File: config.mk
export PLATFORM = sky130hd
export DESIGN_NAME = emb_ctrl
export DESIGN_NICKNAME = d
export VERILOG_FILES = /design/src/rtl/emb_pkg.sv /design/src/rtl/emb_ctrl.sv /design/src/rtl/emb_strobe_gen.sv
export SDC_FILE = /design/constraint.sdc
export NUM_CORES = 1
export LEC_CHECK = 0
export ABC_CLOCK_PERIOD_IN_PS = 2400
export BUFFER_PORTS_ARGS = -buffer_cell sky130_fd_sc_hd__buf_2
export CAP_MARGIN = 20
export CELL_PAD_IN_SITES_DETAIL_PLACEMENT = 0
export CELL_PAD_IN_SITES_GLOBAL_PLACEMENT = 2
export CORE_ASPECT_RATIO = 0.5
export CORE_MARGIN = 2
export CORE_UTILIZATION = 31
export DETAILED_ROUTE_END_ITERATION = 7
export GPL_TIMING_DRIVEN = 0
export PLACE_DENSITY_LB_ADDON = 0.1
export RECOVER_POWER = 50
export SYNTH_ARGS = -nofsm -noshare
export SYNTH_HDL_FRONTEND = slang
export SYNTH_SLANG_ARGS = --single-unit
File: constraint.sdc
create_clock -name SYS_CLK_I -period 2.4 [get_ports SYS_CLK_I]
set_clock_uncertainty 0.05 [all_clocks]
set_input_delay 0.24 -clock SYS_CLK_I [delete_from_list [all_inputs] [get_ports SYS_CLK_I]]
set_output_delay 0.24 -clock SYS_CLK_I [all_outputs]
set_load 0.02 [all_outputs]
File: src/rtl/emb_pkg.sv
// Purpose: Constants and types for the 16-bit multiplexed external memory bus controller
// Assumes: One clock (SYS_CLK_I, 10 MHz), synchronous active-high reset
// Notes: Register offsets are plain-port indices; no public bus
package emb_pkg;
   localparam logic [1:0] EMB_REG_CTRL = 2'h0;
   localparam logic [1:0] EMB_REG_STAT = 2'h1;
   localparam logic [1:0] EMB_REG_HOLD = 2'h2;
   localparam int EMB_BUS_DIS_BIT = 7;
   localparam int EMB_STALL_HI = 5;
   localparam int EMB_STALL_LO = 4;
   localparam int EMB_WMODE_HI = 1;
   localparam int EMB_WMODE_LO = 0;
   localparam logic [7:0] EMB_CTRL_RST = 8'h00;
   localparam logic [7:0] EMB_CTRL_MASK = 8'hB3;
   localparam logic [1:0] EMB_WM_BYTE_SEL = 2'h1;
   localparam logic [1:0] EMB_WM_BYTE_WR = 2'h0;
   localparam logic [1:0] EMB_STALL_MAX = 2'h3;
   typedef enum logic [2:0] {
      EMB_IDLE,
      EMB_ADDR,
      EMB_WAIT,
      EMB_DATA,
      EMB_DONE
   } emb_state_t;
   typedef enum logic [1:0] {
      EMB_OP_FETCH,
      EMB_OP_READ,
      EMB_OP_WRITE
   } emb_op_t;
endpackage : emb_pkg

File: src/rtl/emb_ctrl.sv
// Purpose: External 16-bit multiplexed memory bus controller with control register
// Assumes: Core issues one access request at a time and waits for done
// Notes: Pins are split into input, output and output enable
//
// The implementer's own choices: the address-and-strobe port and the register addresses.
`timescale 1ns/1ps
module emb_ctrl (
   input wire logic SYS_CLK_I,
   input wire logic SYS_RST_I,
   input wire logic [1:0] REG_ADDR_I,
   input wire logic [7:0] REG_WDATA_I,
   input wire logic REG_WR_I,
   input wire logic REG_RD_I,
   output logic [7:0] REG_RDATA_O,
   input wire logic BUS16_STRAP_I,
   input wire logic SLEEP_I,
   input wire logic REQ_VALID_I,
   input wire logic [1:0] REQ_OP_I,
   input wire logic [15:0] TABLE_POINTER_I,
   input wire logic [7:0] TABLE_LATCH_I,
   output logic REQ_DONE_O,
   output logic [15:0] RD_DATA_O,
   input wire logic [15:0] ADDR_DATA_BUS_I,
   output logic [15:0] ADDR_DATA_BUS_O,
   output logic ADDR_DATA_BUS_OE_O,
   output logic ADDRESS_LATCH_STROBE_O,
   output logic OUTPUT_ENABLE_N_O,
   output logic CHIP_SELECT_N_O,
   output logic WRITE_HIGH_STROBE_N_O,
   output logic WRITE_LOW_STROBE_N_O,
   output logic BYTE_ADDR_LSB_O,
   output logic UPPER_BYTE_ENABLE_N_O,
   output logic LOWER_BYTE_ENABLE_N_O,
   output logic PINS_OE_O
);
   typedef struct packed {
      emb_pkg::emb_state_t state;
      logic [1:0] op;
      logic [7:0] ctrl;
      logic [7:0] hold;
      logic [1:0] wait_cnt;
      logic [15:0] ptr;
      logic [7:0] tlat;
      logic [7:0] rdata;
      logic [15:0] rd_word;
      logic done;
      logic bus16;
      logic strap_done;
      logic [15:0] ad_out;
      logic ad_oe;
      logic ale;
      logic oe_n;
      logic ce_n;
      logic wrh_n;
      logic wrl_n;
      logic ba0;
      logic ub_n;
      logic lb_n;
   } emb_regs_t;

   emb_regs_t r_reg;
   emb_regs_t r_next;
   logic sg_wrh;
   logic sg_wrl;
   logic sg_ub;
   logic sg_lb;
   logic sg_drive;
   logic is_table;
   logic is_write;

   function automatic logic [1:0] emb_waits(input logic [1:0] code);
      emb_waits = emb_pkg::EMB_STALL_MAX - code;
   endfunction : emb_waits

   emb_strobe_gen u_strobe (
      .wmode_i(r_reg.ctrl[emb_pkg::EMB_WMODE_HI:emb_pkg::EMB_WMODE_LO]),
      .lsb_i(r_reg.ptr[0]),
      .wr_hi_o(sg_wrh),
      .wr_lo_o(sg_wrl),
      .ub_o(sg_ub),
      .lb_o(sg_lb),
      .drive_o(sg_drive)
   );

   assign is_table = (r_reg.op != 2'(emb_pkg::EMB_OP_FETCH));
   assign is_write = (r_reg.op == 2'(emb_pkg::EMB_OP_WRITE));

   always_comb begin
      r_next = r_reg;
      r_next.done = 1'b0;
      // Strap is caught once after reset release, never under reset
      if (!r_reg.strap_done) begin
         r_next.bus16 = BUS16_STRAP_I;
         r_next.strap_done = 1'b1;
      end
      if (REG_WR_I && REG_ADDR_I == emb_pkg::EMB_REG_CTRL) begin
         r_next.ctrl = REG_WDATA_I & emb_pkg::EMB_CTRL_MASK;
      end
      case (REG_ADDR_I)
         emb_pkg::EMB_REG_CTRL: r_next.rdata = r_reg.ctrl;
         emb_pkg::EMB_REG_STAT: r_next.rdata = {5'h00, r_reg.bus16, r_reg.ce_n,
            (r_reg.state != emb_pkg::EMB_IDLE)};
         emb_pkg::EMB_REG_HOLD: r_next.rdata = r_reg.hold;
         default: r_next.rdata = 8'h00;
      endcase
      if (!REG_RD_I) begin
         r_next.rdata = 8'h00;
      end
      // Idle pin levels between accesses
      r_next.ad_oe = 1'b0;
      r_next.ale = 1'b0;
      r_next.oe_n = 1'b1;
      r_next.ce_n = 1'b1;
      r_next.wrh_n = 1'b1;
      r_next.wrl_n = 1'b1;
      r_next.ub_n = 1'b1;
      r_next.lb_n = 1'b1;
      r_next.ba0 = 1'b0;
      case (r_reg.state)
         emb_pkg::EMB_IDLE: begin
            if (REQ_VALID_I && !SLEEP_I && r_reg.bus16 && r_reg.strap_done) begin
               r_next.op = REQ_OP_I;
               r_next.ptr = TABLE_POINTER_I;
               r_next.tlat = TABLE_LATCH_I;
               r_next.wait_cnt = emb_waits(r_reg.ctrl[emb_pkg::EMB_STALL_HI:
                  emb_pkg::EMB_STALL_LO]);
               r_next.ad_out = TABLE_POINTER_I;
               r_next.ad_oe = 1'b1;
               r_next.ale = 1'b1;
               r_next.ce_n = 1'b0;
               r_next.state = emb_pkg::EMB_ADDR;
            end else if (REQ_VALID_I && !SLEEP_I) begin
               // No bus fitted: complete at once so the core never hangs
               r_next.done = 1'b1;
               r_next.rd_word = 16'h0000;
            end
         end
         emb_pkg::EMB_ADDR, emb_pkg::EMB_WAIT: begin
            r_next.ce_n = 1'b0;
            r_next.ba0 = r_reg.ptr[0];
            if (is_table && r_reg.wait_cnt != 2'h0) begin
               r_next.wait_cnt = r_reg.wait_cnt - 2'h1;
               r_next.state = emb_pkg::EMB_WAIT;
            end else begin
               r_next.state = emb_pkg::EMB_DATA;
            end
            if (r_next.state == emb_pkg::EMB_DATA) begin
               if (is_write) begin
                  r_next.ad_oe = sg_drive;
                  r_next.wrh_n = ~sg_wrh;
                  r_next.wrl_n = ~sg_wrl;
                  r_next.ub_n = ~sg_ub;
                  r_next.lb_n = ~sg_lb;
                  if (r_reg.ctrl[emb_pkg::EMB_WMODE_HI] && r_reg.ptr[0]) begin
                     r_next.ad_out = {r_reg.tlat, r_reg.hold};
                  end else begin
                     r_next.ad_out = {r_reg.tlat, r_reg.tlat};
                  end
                  if (r_reg.ctrl[emb_pkg::EMB_WMODE_HI] && !r_reg.ptr[0]) begin
                     r_next.hold = r_reg.tlat;
                  end
               end else begin
                  r_next.oe_n = 1'b0;
                  r_next.ub_n = 1'b0;
                  r_next.lb_n = 1'b0;
               end
            end
         end
         emb_pkg::EMB_DATA: begin
            if (!is_write) begin
               r_next.rd_word = ADDR_DATA_BUS_I;
            end
            r_next.done = 1'b1;
            r_next.state = emb_pkg::EMB_DONE;
         end
         emb_pkg::EMB_DONE: begin
            r_next.state = emb_pkg::EMB_IDLE;
         end
         default: r_next.state = emb_pkg::EMB_IDLE;
      endcase
      if (SLEEP_I) begin
         r_next.ce_n = 1'b1;
      end
   end

   always_ff @(posedge SYS_CLK_I) begin
      if (SYS_RST_I) begin
         r_reg <= '0;
         r_reg.state <= emb_pkg::EMB_IDLE;
         r_reg.ctrl <= emb_pkg::EMB_CTRL_RST;
         r_reg.oe_n <= 1'b1;
         r_reg.ce_n <= 1'b1;
         r_reg.wrh_n <= 1'b1;
         r_reg.wrl_n <= 1'b1;
         r_reg.ub_n <= 1'b1;
         r_reg.lb_n <= 1'b1;
      end else begin
         r_reg <= r_next;
      end
   end

   assign REG_RDATA_O = r_reg.rdata;
   assign REQ_DONE_O = r_reg.done;
   assign RD_DATA_O = r_reg.rd_word;
   assign ADDR_DATA_BUS_O = r_reg.ad_out;
   assign ADDR_DATA_BUS_OE_O = r_reg.ad_oe;
   assign ADDRESS_LATCH_STROBE_O = r_reg.ale;
   assign OUTPUT_ENABLE_N_O = r_reg.oe_n;
   assign CHIP_SELECT_N_O = r_reg.ce_n;
   assign WRITE_HIGH_STROBE_N_O = r_reg.wrh_n;
   assign WRITE_LOW_STROBE_N_O = r_reg.wrl_n;
   assign BYTE_ADDR_LSB_O = r_reg.ba0;
   assign UPPER_BYTE_ENABLE_N_O = r_reg.ub_n;
   assign LOWER_BYTE_ENABLE_N_O = r_reg.lb_n;
   // An access in flight keeps the pins even if disable was just set
   assign PINS_OE_O = r_reg.bus16 &&
      (!r_reg.ctrl[emb_pkg::EMB_BUS_DIS_BIT] || r_reg.state != emb_pkg::EMB_IDLE);
endmodule : emb_ctrl

File: src/rtl/emb_strobe_gen.sv
// Purpose: Decode write strobes and byte selects from write mode and pointer LSB
// Assumes: Purely combinational; caller gates with the data phase
// Notes: Outputs are active high here; top inverts to pin polarity
`timescale 1ns/1ps
module emb_strobe_gen (
   input wire logic [1:0] wmode_i,
   input wire logic lsb_i,
   output logic wr_hi_o,
   output logic wr_lo_o,
   output logic ub_o,
   output logic lb_o,
   output logic drive_o
);
   always_comb begin
      wr_hi_o = 1'b0;
      wr_lo_o = 1'b0;
      ub_o = 1'b1;
      lb_o = 1'b1;
      drive_o = 1'b1;
      if (wmode_i[1]) begin
         // Even half only parks data in the holding latch
         wr_hi_o = lsb_i;
         drive_o = lsb_i;
      end else if (wmode_i == emb_pkg::EMB_WM_BYTE_SEL) begin
         wr_hi_o = 1'b1;
         ub_o = lsb_i;
         lb_o = ~lsb_i;
      end else begin
         wr_hi_o = lsb_i;
         wr_lo_o = ~lsb_i;
      end
   end
endmodule : emb_strobe_gen

=== After elaboration in Yosys (flattened, before gate mapping) ===
Cells that the tools add are included.

* $add $sub $neg: 2
* Bitwise gates (word level): 10
* Eq/ne operators: 15
* Multiplexer cells: 30
* Reductions and logical operators: 31

{| class="wikitable"
|+ Operators by type and width
! cell !! count
|-
| $mux W17 || 4
|-
| $pmux W17 S2 || 2
|-
| $mux W26 || 1
|-
| $pmux W8 S3 || 1
|-
| $mux W18 || 1
|-
| $mux W16 || 1
|-
| $ne A2 B2 Y1 const B || 7
|-
| $mux W1 || 12
|-
| $reduce_and A4 Y1 || 3
|-
| $not A1 Y1 || 10
|-
| $reduce_or A2 Y1 || 5
|-
| $eq A3 B2 Y1 const B || 3
|-
| $pmux W3 S3 || 1
|-
| $logic_and A1 B1 Y1 || 8
|-
| $mux W8 || 1
|-
| $reduce_bool A2 Y1 || 4
|-
| $mux W5 || 1
|-
| $eq A2 B1 Y1 const B || 2
|-
| $eq A2 B2 Y1 const B || 2
|-
| $mux W2 || 2
|-
| $pmux W2 S2 || 1
|-
| $reduce_or A4 Y1 || 1
|-
| $eq A3 B1 Y1 const B || 1
|-
| $logic_not A1 Y1 || 3
|-
| other kinds (11) || 11
|}

* Input bits: 59
* Output and inout port bits: 51
* Register bits after elaboration: 96

=== Depth between registers and ports, before layout ===
Gate-level depths: netlist of the first run.

* Depth after elaboration: 7
* Mapped depth: 7

=== Cells and area by module ===
A second synthesis of the first run with hierarchy kept.

* Cell total of the unflattened synthesis: 386
* Area total of the unflattened synthesis: 3574.7 µm²

{| class="wikitable"
|+ Modules (own cells, without submodules)
! module !! cells an instance !! area an instance (µm²) !! sequential area each (µm²) !! instances
|-
| emb_ctrl || 380 || 3540.9 || 1621.6 || 1
|-
| emb_strobe_gen || 6 || 33.8 || 0.0 || 1
|}

=== Worst setup path before layout of the first run ===
Ideal clock, no wire load.

* Path type: register to register
* From: reg r_reg[76] in the netlist's numbering
* To: reg r_reg[78] in the netlist's numbering
* Stages on the path, launching flop included: 7
* Path buffers: 0
* Clock period less this slack: 1.740 ns
* Setup time: 0.128 ns
* Arrival: 1.562 ns
* Path slack: 0.660 ns
* Cells stage by stage: dfxtp_1 -> inv_1 -> ha_1 -> nand3b_4 -> nor4_4 -> mux2i_1 -> nor2_1

* Longest elaborated chain between the ends: 6

{| class="wikitable"
|+ RTL lines
! what !! RTL line !! text
|-
| start: declaration || emb_ctrl.sv:61 || <nowiki>emb_regs_t r_reg;</nowiki>
|-
| start signal: assignment || emb_ctrl.sv:198 || <nowiki>r_reg <= r_next;</nowiki>
|-
| $reduce_bool A2 Y1 || emb_ctrl.sv:141 || <nowiki>if (is_table && r_reg.wait_cnt != 2'h0) begin</nowiki>
|-
| $logic_and A1 B1 Y1 || emb_ctrl.sv:141 ||
|-
| $mux W1 || emb_ctrl.sv:141 ||
|-
| $mux W3 || emb_ctrl.sv:119 || <nowiki>case (r_reg.state)</nowiki>
|-
| $eq A3 B2 Y1 || emb_ctrl.sv:147 || <nowiki>if (r_next.state == emb_pkg::EMB_DATA) begin</nowiki>
|-
| $reduce_and A4 Y1 (no source line) || n/a ||
|}

No other way between the ends. The select of a mux whose other input is x is not followed.
A chain may end at the register's enable or synchronous reset.

=== Final worst setup path of the first run ===
* From: reg r_reg[76] in the netlist's numbering
* To: reg r_reg (netlist bit ADDR_DATA_BUS_O[14])

* Longest elaborated chain between the ends: 7

{| class="wikitable"
|+ RTL lines
! what !! RTL line
|-
| $reduce_bool A2 Y1 || emb_ctrl.sv:141
|-
| $logic_and A1 B1 Y1 || emb_ctrl.sv:141
|-
| $mux W1 || emb_ctrl.sv:141
|-
| $mux W3 || emb_ctrl.sv:119
|-
| $eq A3 B2 Y1 || emb_ctrl.sv:147
|-
| $ne A2 B2 Y1 (no source line) || n/a
|-
| $reduce_and A4 Y1 (no source line) || n/a
|}

No other way between the ends. The select of a mux whose other input is x is not followed.

==> results of run 1 <==
[per-layer routing]
metal  vias up  wire length (microns)
met1      1435                   5340
met5         -                      0
met2        72                   4270
li1       1619                      -
met3         8                    557
met4         0                     70
[cells in the mapped netlist, types with 4 or more instances]
library cell and number:
a21oi_1 25, buf_6 5, nor3_1 4, dfxtp_1 81, o21ai_0 10, nand2b_1 4
mux2i_1 42, inv_1 23, clkbuf_8 4, o21a_1 16, buf_4 41, clkbuf_1 8
nand2_1 61, nor2_1 31, a221oi_1 14
[where the power goes]
group | switching [mW] | leakage [nW] | internal (mW)
clock | 0.582 | 0.152 | 0.911
combinational | 0.545 | 1.09 | 0.410
sequential | 0.0456 | 0.655 | 1.44
[per-stage QoR]
step / setup slack [ps] / hold WS [ps] / power, mW / instance area, sq um
detailed placement: 288 / 400 / 2.51 / 4560
global placement: 282 / 392 / 2.51 / 4560
floorplan: 660 / 278 / 2.24 / 3830
global route: 155 / 93.2 / 4.15 / 4790
CTS: 63.9 / 78.9 / 4.01 / 4880
finish: 246 / 88.3 / 3.93 / 4790
[cells by family after synthesis]
| logic type | share of synthesized area |
|---|---|
| AO/OA/AOI/OAI | 0.152 |
| adder cells (fa/ha/maj) | 0.00588 |
| flip-flops | 0.423 |
| XOR/XNOR | 0.00719 |
| AND/OR/NAND/NOR | 0.157 |
| buffers and inverters | 0.145 |
| multiplexers | 0.110 |
[worst min path at each step]
stage	end	slack, ps	cells after the start
3_5_place_dp	RD_DATA_O[15]$_SDFFE_PP0P_	400	2
5_1_grt	r_reg[94]$_SDFFE_PP0P_	90	3
4_1_cts	RD_DATA_O[9]$_SDFFE_PP0P_	80	3
6_report	r_reg[55]$_SDFFE_PP0P_	90	3
2_1_floorplan	r_reg[98]$_SDFFE_PP0P_	280	1
3_3_place_gp	RD_DATA_O[13]$_SDFFE_PP0P_	390	2
[layout make-up]
cell class,count,area (sq um)
flip-flops and latches,81,1620
clock inverters,7,93.8
repair buffers,105,462
fillers,1295,7150
clock buffers,9,225
inverters,23,86.3
multi-input cells,251,1640
plain buffers,62,459
well taps,165,206
[worst min-delay path, cell delays in order]
cell and delay [ps]:
buf_2 100, nand2_1 40, a21oi_1 50
==> qor.tcl, run 1 <==
set qor(run_status) {finished, final reports clean}
set qor(ys_seq_elements) 81
set qor(tritoncts) {built}
set qor(area_share_of_the_leading_cell_type_in_the_synthesized_netlist) 0.423
set qor(diodes) 0
set qor(clockBufferDepth) 2
set qor(core_area_sq_um) 11900
set qor(fin_util) 0.401
set qor(synth_top_area_cell) {dfxtp_1}
set qor(cts_resized) 0
set qor(setup_tns_ps) 0
set qor(syn-mean-instance-area_sq_um) 9.18
set qor(floorplan.die.width_microns) 161
set qor(finalWeightedCongestion) 0.763
set qor(cts_inserted_buffers) 9
set qor(timing.critical_path.depth) 7
set qor(rr_endpoint) {ADDR_DATA_BUS_O[14]$_SDFFE_PP0P_}
set qor(post_layout_cell_count) 703
set qor(finalSetupViolations) 0
set qor(synth_top_cells_by_area) {dfxtp_1 (42%), mux2i_1 (11%), buf_4 (8.0%)}
set qor(timing.final.crit_period_ps) 2150
set qor(io_buf_count) 105
set qor(setup.worst_path.end_class) {flip-flop}
set qor(tightestPinTransition_ps) 1030
set qor(grt.met3_usage) 0.0529
set qor(crit_path_start_kind) {flip-flop}
set qor(die_height_microns) 82.6
set qor(grt_pass1_wl_microns) 16100
set qor(synth_warnings) 0
set qor(worst_path_largest_cell_delay_ps) 590
set qor(std_cell_rows) 28
set qor(worstPathBufferInverterCount) 2
set qor(die_area_sq_um) 13300
set qor(worstRegToRegCells) 7
set qor(global_route.usage.met2) 0.254
set qor(reg2reg_from) {r_reg[76]$_SDFFE_PP0P_}
set qor(critical_path_peak_fanout) 10
set qor(crit_path_start) {r_reg[76]$_SDFFE_PP0P_}
set qor(mappedNetlistNets) 477
set qor(grt_setup_unrepaired) {false}
set qor(timing.critical_path.required_ps) 2540
set qor(layout.cells.most_common) {dfxtp_1}
set qor(tritoncts_num_sinks) 81
set qor(detailedRoute.firstPassIterationCount) 4
set qor(worstHoldStart) {TABLE_LATCH_I[3]}
set qor(crit_family) {compound AO/OA/AOI/OAI gates}
set qor(met1_usage) 0.214
set qor(layout.cells.most_common_list) {dfxtp_1 (81), nand2_1 (61), clkbuf_1 (60), buf_2 (57), mux2i_1 (42)}
set qor(number_of_violations_of_the_max_capacitance_limit) 0
set qor(clock_latency_late_sink_ps) 340
set qor(post_cts_buffers) 0
set qor(grt_usage) 0.160
set qor(final_net_count) 593
set qor(pin_count_of_the_biggest_net_entering_global_routing) 15
set qor(place.detailed.hpwl_microns) 7740
set qor(peakVddDrop_mv) 0.344
set qor(detailedRoute.firstIterationViolations) 117
set qor(starting_density) 0.321
set qor(synth_enable_flop_cells) 0
set qor(slew_violations) 0
set qor(timing.fmax_mhz) 464
set qor(power_density_nw_per_um2) 821
set qor(synthArstFlopShare) 0
set qor(area_growth_syn_to_layout_pct) 25.2
set qor(grt.busiest_layer) {met2}
set qor(hp-class) {in2reg}
set qor(post_cts_hold_buffer_count) 0
set qor(dp.cells) 687
set qor(static_leakage_nw) 1.89
set qor(detail_route.wirelength_microns) 10200
set qor(unique_masters_post_synth) 51
set qor(crit_path_cell_trace) {inv_1 > ha_1 > nand3b_4 > nor2_1 > o311ai_2 > buf_2 > a221oi_1}
set qor(route.detailed.vias_per_inst) 4.46
set qor(top_flip_flop_cell_by_instance_count_after_synthesis) {dfxtp_1}
set qor(crit_path_end) {ADDR_DATA_BUS_O[14]$_SDFFE_PP0P_}
set qor(hold_violations) 0
set qor(worst_rel_slew_slack) 0.309
set qor(syn_area_sq_um) 3830
set qor(drive_gt1_frac) 0.257
set qor(htreeDepth) 3
set qor(worst-r2r-setup-slack_ps) 250
set qor(timing.critical_path.arrival_ps) 2300
set qor(drc) 0
set qor(cts_root_buffer) {clkbuf_16}
set qor(synthCells) 417
set qor(timing.final.crit_share) 0.897
set qor(floorplan.io_pins) 110
set qor(largest_reg_flops) 31
set qor(clkSlewWorstSetupHoldPaths_ps) 70
set qor(vias_in_the_first_global_route) 3094
set qor(grt_remaining_overflow) 0
set qor(ant_nets) 0
set qor(number_of_vias_after_detailed_routing) 3134
set qor(critical_path_class) {reg2reg}
set qor(seq_area_frac_synth) 0.423
set qor(number_of_antenna_violations_at_the_first_check_in_global_routing) 0
set qor(critical-path-slowest-cell) {o311ai_2}
set qor(routed_wire_length_per_instance_microns) 14.6
Power figures use the tool's default switching activity.
==> run 2: changes to the inputs <==
--- a/config.mk
+++ b/config.mk
@@ -12,7 +12,8 @@
 export CELL_PAD_IN_SITES_GLOBAL_PLACEMENT = 2
 export CORE_ASPECT_RATIO = 0.5
 export CORE_MARGIN = 2
-export CORE_UTILIZATION = 31
+export CORE_UTILIZATION = 30
+export CTS_CLUSTER_SIZE = 16
 export DETAILED_ROUTE_END_ITERATION = 7
 export GPL_TIMING_DRIVEN = 0
 export PLACE_DENSITY_LB_ADDON = 0.1
==> run 2 against run 1 <==
Critical path depth shrank 2. Worst setup slack gained 13 ps. Sequential power is essentially flat. Die area grew 3.2%. Flip-flop and latch count is the same. Global-route usage shrank 0.41 points. Final area grew 1.3%. Total power grew 6.5%. Routed wire length grew 1.9%. Worst hold slack lost 3.3 ps. Non-clock buffer count is the same. Via count shrank 0.35%. Critical endpoint is now WRITE_LOW_STROBE_N_O$_SDFF_PP1_.
==> qor.tcl, run 2 (synthesized netlist as in run 1, its figures left out) <==
set qor(clock_latency_late_sink_ps) 340
set qor(largest_reg_flops) 31
set qor(grt_usage) 0.156
set qor(detail_route.wirelength_microns) 10400
set qor(finalWeightedCongestion) 0.715
set qor(drc) 0
set qor(route.detailed.vias_per_inst) 4.41
set qor(hp-class) {in2reg}
set qor(std_cell_rows) 29
set qor(layout.cells.most_common_list) {dfxtp_1 (81), nand2_1 (61), clkbuf_1 (60), buf_2 (57), mux2i_1 (42)}
set qor(worst_hold_slack_ps) 85.0
set qor(vias_in_the_first_global_route) 3083
set qor(tritoncts) {built}
set qor(grt_setup_unrepaired) {false}
set qor(crit_path_cell_trace) {buf_6 > xnor2_1 > nor3_4 > nand2_1 > or4_1}
set qor(peakVddDrop_mv) 0.297
set qor(setup.worst_path.end_class) {flip-flop}
set qor(place.detailed.hpwl_microns) 7870
set qor(number_of_vias_after_detailed_routing) 3123
set qor(drive_gt1_frac) 0.257
set qor(timing.fmax_mhz) 467
set qor(detailedRoute.firstIterationViolations) 89
set qor(post_cts_hold_buffer_count) 0
set qor(pin_count_of_the_biggest_net_entering_global_routing) 16
set qor(starting_density) 0.305
set qor(final_net_count) 593
set qor(io_buf_count) 105
set qor(run_status) {finished, final reports clean}
set qor(static_leakage_nw) 1.92
set qor(hold_violations) 0
set qor(critical_path_class) {reg2reg}
set qor(floorplan.die.width_microns) 164
set qor(post_dp_cell_area_sq_um) 4570
set qor(routed_wire_length_per_instance_microns) 14.7
set qor(number_of_antenna_violations_at_the_first_check_in_global_routing) 0
set qor(slew_violations) 0
set qor(crit_path_start_kind) {flip-flop}
set qor(clkSlewWorstSetupHoldPaths_ps) 60
set qor(htreeDepth) 3
set qor(floorplan.io_pins) 110
set qor(clockBufferDepth) 2
set qor(die_area_sq_um) 13700
set qor(dp_slack_ps) 277
set qor(worst_path_largest_cell_delay_ps) 510
set qor(final.fill_count) 1386
set qor(setup_tns_ps) 0
set qor(finalSetupViolations) 0
set qor(timing.critical_path.required_ps) 2550
set qor(core_area_sq_um) 12600
set qor(number_of_violations_of_the_max_capacitance_limit) 0
set qor(layout.cells.most_common) {dfxtp_1}
set qor(detailedRoute.firstPassIterationCount) 4
set qor(grt_pass1_wl_microns) 16300
set qor(ant_nets) 0
set qor(timing.final.crit_period_ps) 2140
set qor(final_critical_path_setup_slack_ps) 259
set qor(critical_path_peak_fanout) 10
set qor(cts_root_buffer) {clkbuf_16}
set qor(timing.critical_path.arrival_ps) 2300
set qor(cts_inserted_buffers) 9
set qor(tritoncts_num_sinks) 81
set qor(critical-path-slowest-cell) {nor3_4}
set qor(die_height_microns) 83.9
set qor(power_density_nw_per_um2) 863
set qor(tightestPinTransition_ps) 1090
set qor(diodes) 0
set qor(worst_rel_slew_slack) 0.267
set qor(cts_resized) 1
set qor(post_cts_buffers) 0
set qor(area_growth_syn_to_layout_pct) 26.8
set qor(stdcell_area_sq_um) 4860
set qor(grt_remaining_overflow) 0
set qor(timing.final.crit_share) 0.892
set qor(power_mw) 4.19
## run 2: cell types whose count changed in the layout (fill, tap and decap cells not counted), sizes merged
cell	delta
bufinv	+2
clkinv	-2
clkinvlp	-2
inv	+2
## run 2: path summary, 6_finish.rpt
| path | cells past startpoint | from | to | slack (ps) |
|---|---|---|---|---|
| worst max register to register | 5 | r_reg[97]$_SDFFE_PP0P_ | WRITE_LOW_STROBE_N_O$_SDFF_PP1_ | 260 |
| worst min-delay path | 3 | TABLE_LATCH_I[7] | r_reg[59]$_SDFFE_PP0P_ | 80 |
| worst max-delay path | 5 | r_reg[97]$_SDFFE_PP0P_ | WRITE_LOW_STROBE_N_O$_SDFF_PP1_ | 260 |
| worst min register to register | 2 | RD_DATA_O[15]$_SDFFE_PP0P_ | RD_DATA_O[15]$_SDFFE_PP0P_ | 410 |
## run 2: worst max-delay path, delay by kind of cell, from the launching register on
family	cells	cell delay (ps)
XOR/XNOR	1	350
flip-flops	1	300
buffers and inverters	1	140
AND/OR/NAND/NOR	3	1160
## run 2: layout make-up
cell class | count | area, sq um | area share
repair buffers | 105 | 462 | 0.0951
inverters | 23 | 86.3 | 0.0178
flip-flops and latches | 81 | 1620 | 0.334
multi-input cells | 251 | 1640 | 0.338
clock inverters | 7 | 149 | 0.0307
clock buffers | 9 | 225 | 0.0464
well taps | 170 | 213 | 0.0438
plain buffers | 62 | 459 | 0.0946
## run 2: routing by layer
| layer | wire [microns] | up-vias | GRT usage |
|---|---|---|---|
| met5 | 0 | - | 0 |
| met4 | 97 | 0 | 0.0391 |
| met3 | 660 | 12 | 0.0546 |
| met2 | 4260 | 72 | 0.233 |
| met1 | 5420 | 1424 | 0.213 |
| li1 | - | 1615 | - |
## run 2: report_power, final
group	total [mW]	internal [mW]	switching, mW
registers	1.49	1.44	0.0449
logic	0.959	0.410	0.549
clock network	1.75	1.14	0.611
total	4.19	2.99	1.20
## run 2: per-stage QoR
| stage | utilization | instances |
|---|---|---|
| floorplan | - | 417 |
| global placement | 0.364 | 692 |
| detailed placement | 0.364 | 692 |
| CTS | 0.394 | 708 |
| global route | 0.387 | 708 |
| finish | 0.387 | 708 |
==> run 3: changes to the inputs <==
--- a/config.mk
+++ b/config.mk
@@ -20,4 +20,5 @@
 export RECOVER_POWER = 50
 export SYNTH_ARGS = -nofsm -noshare
 export SYNTH_HDL_FRONTEND = slang
+export SYNTH_HIERARCHICAL = 1
 export SYNTH_SLANG_ARGS = --single-unit
==> run 3 against run 2 <==
Utilization rose by 0.30 points. Total power fell by 23%. Via count fell by 4.6%. Global-route usage barely moved. Critical path depth did not move. Critical endpoint is now RD_DATA_O[14]$_SDFFE_PP0P_. Combinational power fell by 66%. Highest routed layer is now met5. Fmax rose by 10%. Die area fell by 6.4%. Routed wire length fell by 5.9%. Final cell count fell by 5.1%. Register-to-register slack improved by 200 ps.
==> qor.tcl, run 3 <==
set qor(synth_warnings) 6
set qor(number_of_violations_of_the_max_capacitance_limit) 0
set qor(route.detailed.vias_per_inst) 4.43
set qor(cts_root_buffer) {clkbuf_16}
set qor(tritoncts_num_sinks) 81
set qor(number_of_vias_after_detailed_routing) 2978
set qor(power_mw) 3.23
set qor(clock_latency_late_sink_ps) 340
set qor(die_height_microns) 81.2
set qor(place.detailed.hpwl_microns) 7360
set qor(hold_violations) 0
set qor(pin_count_of_the_biggest_net_entering_global_routing) 15
set qor(detailedRoute.firstPassIterationCount) 4
set qor(crit_path_cell_trace) {clkbuf_1 > nand3_1 > a21oi_4 > buf_4 > mux2i_1}
set qor(std_cell_rows) 28
set qor(drive_gt1_frac) 0.243
set qor(run_status) {finished, final reports clean}
set qor(peakVddDrop_mv) 0.313
set qor(largest_reg_flops) 31
set qor(slew_violations) 0
set qor(number_of_antenna_violations_at_the_first_check_in_global_routing) 1
set qor(layout.cells.most_common_list) {dfxtp_1 (81), clkbuf_1 (66), nand2_1 (61), buf_2 (57), buf_4 (41)}
set qor(grt_usage) 0.156
set qor(grt_setup_unrepaired) {false}
set qor(crit_path_start_kind) {flip-flop}
set qor(critical_path_class) {reg2reg}
set qor(tritoncts) {built}
set qor(finalWeightedCongestion) 0.742
set qor(drc) 0
set qor(mappedNetlistNets) 446
set qor(grt_pass1_wl_microns) 15000
set qor(post_cts_buffers) 0
set qor(vias_in_the_first_global_route) 2861
set qor(finalSetupViolations) 0
set qor(synth_top_cells_by_area) {dfxtp_1 (45%), mux2i_1 (11%), buf_4 (8.6%)}
set qor(cts_inserted_buffers) 9
set qor(layout.cells.most_common) {dfxtp_1}
set qor(post_cts_hold_buffer_count) 0
set qor(detailedRoute.firstIterationViolations) 168
set qor(setup_tns_ps) 0
set qor(ys_seq_elements) 81
set qor(floorplan.die.width_microns) 158
set qor(ant_nets) 0
set qor(clkSlewWorstSetupHoldPaths_ps) 60
set qor(routed_wire_length_per_instance_microns) 14.6
set qor(timing.critical_path.arrival_ps) 2160
set qor(yosys-top-cells-count) {dfxtp_1 (81), nand2_1 (61), buf_4 (41)}
set qor(seq_area_frac_synth) 0.454
set qor(setup.worst_path.end_class) {flip-flop}
set qor(final_net_count) 562
set qor(timing.fmax_mhz) 514
set qor(worst_rel_slew_slack) 0.552
set qor(grt_remaining_overflow) 0
set qor(core_area_sq_um) 11700
set qor(syn_area_sq_um) 3570
set qor(floorplan.io_pins) 110
set qor(area_share_of_the_leading_cell_type_in_the_synthesized_netlist) 0.454
set qor(hp-class) {in2reg}
set qor(power_density_nw_per_um2) 707
set qor(htreeDepth) 3
set qor(worst-r2r-setup-slack_ps) 460
set qor(critical-path-slowest-cell) {dfxtp_1}
set qor(critical_path_peak_fanout) 10
set qor(tightestPinTransition_ps) 672
set qor(timing.final.crit_share) 0.810
set qor(final.fill_count) 1302
set qor(syn-mean-instance-area_sq_um) 9.26
set qor(timing.critical_path.required_ps) 2620
set qor(static_leakage_nw) 1.89
set qor(top_flip_flop_cell_by_instance_count_after_synthesis) {dfxtp_1}
set qor(io_buf_count) 105
set qor(timing.final.crit_period_ps) 1940
set qor(synthArstFlopShare) 0
set qor(area_growth_syn_to_layout_pct) 27.6
set qor(detail_route.wirelength_microns) 9820
set qor(die_area_sq_um) 12900
set qor(synth_top_area_cell) {dfxtp_1}
set qor(synth_enable_flop_cells) 0
set qor(unique_masters_post_synth) 45
set qor(synthCells) 386
set qor(starting_density) 0.305
set qor(diodes) 0
set qor(cell_with_the_most_instances_after_synthesis) {dfxtp_1}
set qor(worst_path_largest_cell_delay_ps) 460
set qor(clockBufferDepth) 2
set qor(cts_resized) 0
run 3: cell count changes after synthesis, sizes merged, moves of 7 or more:
cell	previous run	this run
o21ai	10	3
a21oi	26	17
a221oi	16	1
o2bb2ai	0	19
inv	23	4
o21a	16	1
a22oi	0	9
a22o	0	8
run 3: kinds of logic (layout without fill, tap and decap cells):
logic type | Yosys count | count (layout) | synth area share
AOI/OAI and AO/OA | 67 | 67 | 0.140
xor gates and xnor gates | 2 | 2 | 0.00490
adders and majority gates | 1 | 1 | 0.00350
buffers and inverters | 66 | 187 | 0.120
DFF | 81 | 81 | 0.454
muxes | 39 | 39 | 0.109
and+or+nand+nor | 130 | 130 | 0.168
run 3: routing by layer:
metal | wire length (microns) | global-route usage | part of all wire
met3 | 655 | 0.0560 | 0.067
met4 | 57 | 0.0459 | 0.0058
met1 | 5070 | 0.208 | 0.52
met2 | 4020 | 0.239 | 0.41
met5 | 13 | 0 | 0.0013
run 3: final cells by class:
| class | count | area, sq um | share of cell area |
|---|---|---|---|
| plain buffers | 61 | 410 | 0.0900 |
| clock buffers | 10 | 229 | 0.0502 |
| clock inverters | 6 | 91.3 | 0.0200 |
| inverters | 5 | 18.8 | 0.00412 |
| multi-input cells | 239 | 1520 | 0.334 |
| flip-flops and latches | 81 | 1620 | 0.356 |
| well taps | 165 | 206 | 0.0453 |
| repair buffers | 105 | 460 | 0.101 |
run 3: path summary, 6_finish.rpt:
check                                          startpoint                         end  cells after the start
worst min-delay path                   ADDR_DATA_BUS_I[2]   RD_DATA_O[2]$_SDFFE_PP0P_                      2
worst max register to register     r_reg[97]$_SDFFE_PP0P_  RD_DATA_O[14]$_SDFFE_PP0P_                      5
worst min register to register  RD_DATA_O[2]$_SDFFE_PP0P_   RD_DATA_O[2]$_SDFFE_PP0P_                      2
worst max-delay path               r_reg[97]$_SDFFE_PP0P_  RD_DATA_O[14]$_SDFFE_PP0P_                      5
run 3: critical path: cells and delay by family, from the launching register on:
family	cells	cell delay, ps
buffers and inverters	2	640
flip-flops	1	460
AO/OA/AOI/OAI	1	330
multiplexers	1	200
AND/OR/NAND/NOR	1	190
run 3: report_power, final:
| part | switching, mW | internal [mW] | leakage [nW] |
|---|---|---|---|
| Combinational | 0.196 | 0.128 | 1.09 |
| Clock | 0.583 | 0.916 | 0.145 |
| Sequential | 0.0268 | 1.38 | 0.654 |
| Total | 0.806 | 2.42 | 1.89 |
run 3: metrics by stage:
step | std cells | util | hold slack, ps | setup slack (ps) | area [sq um]
floorplan | 386 | - | 294 | 745 | 3570
global placement | 656 | 0.368 | 387 | 405 | 4310
detailed placement | 656 | 0.368 | 392 | 463 | 4310
CTS | 672 | 0.395 | 39.2 | 455 | 4630
global route | 672 | 0.390 | 40.0 | 255 | 4560
finish | 672 | 0.390 | 52.2 | 456 | 4560
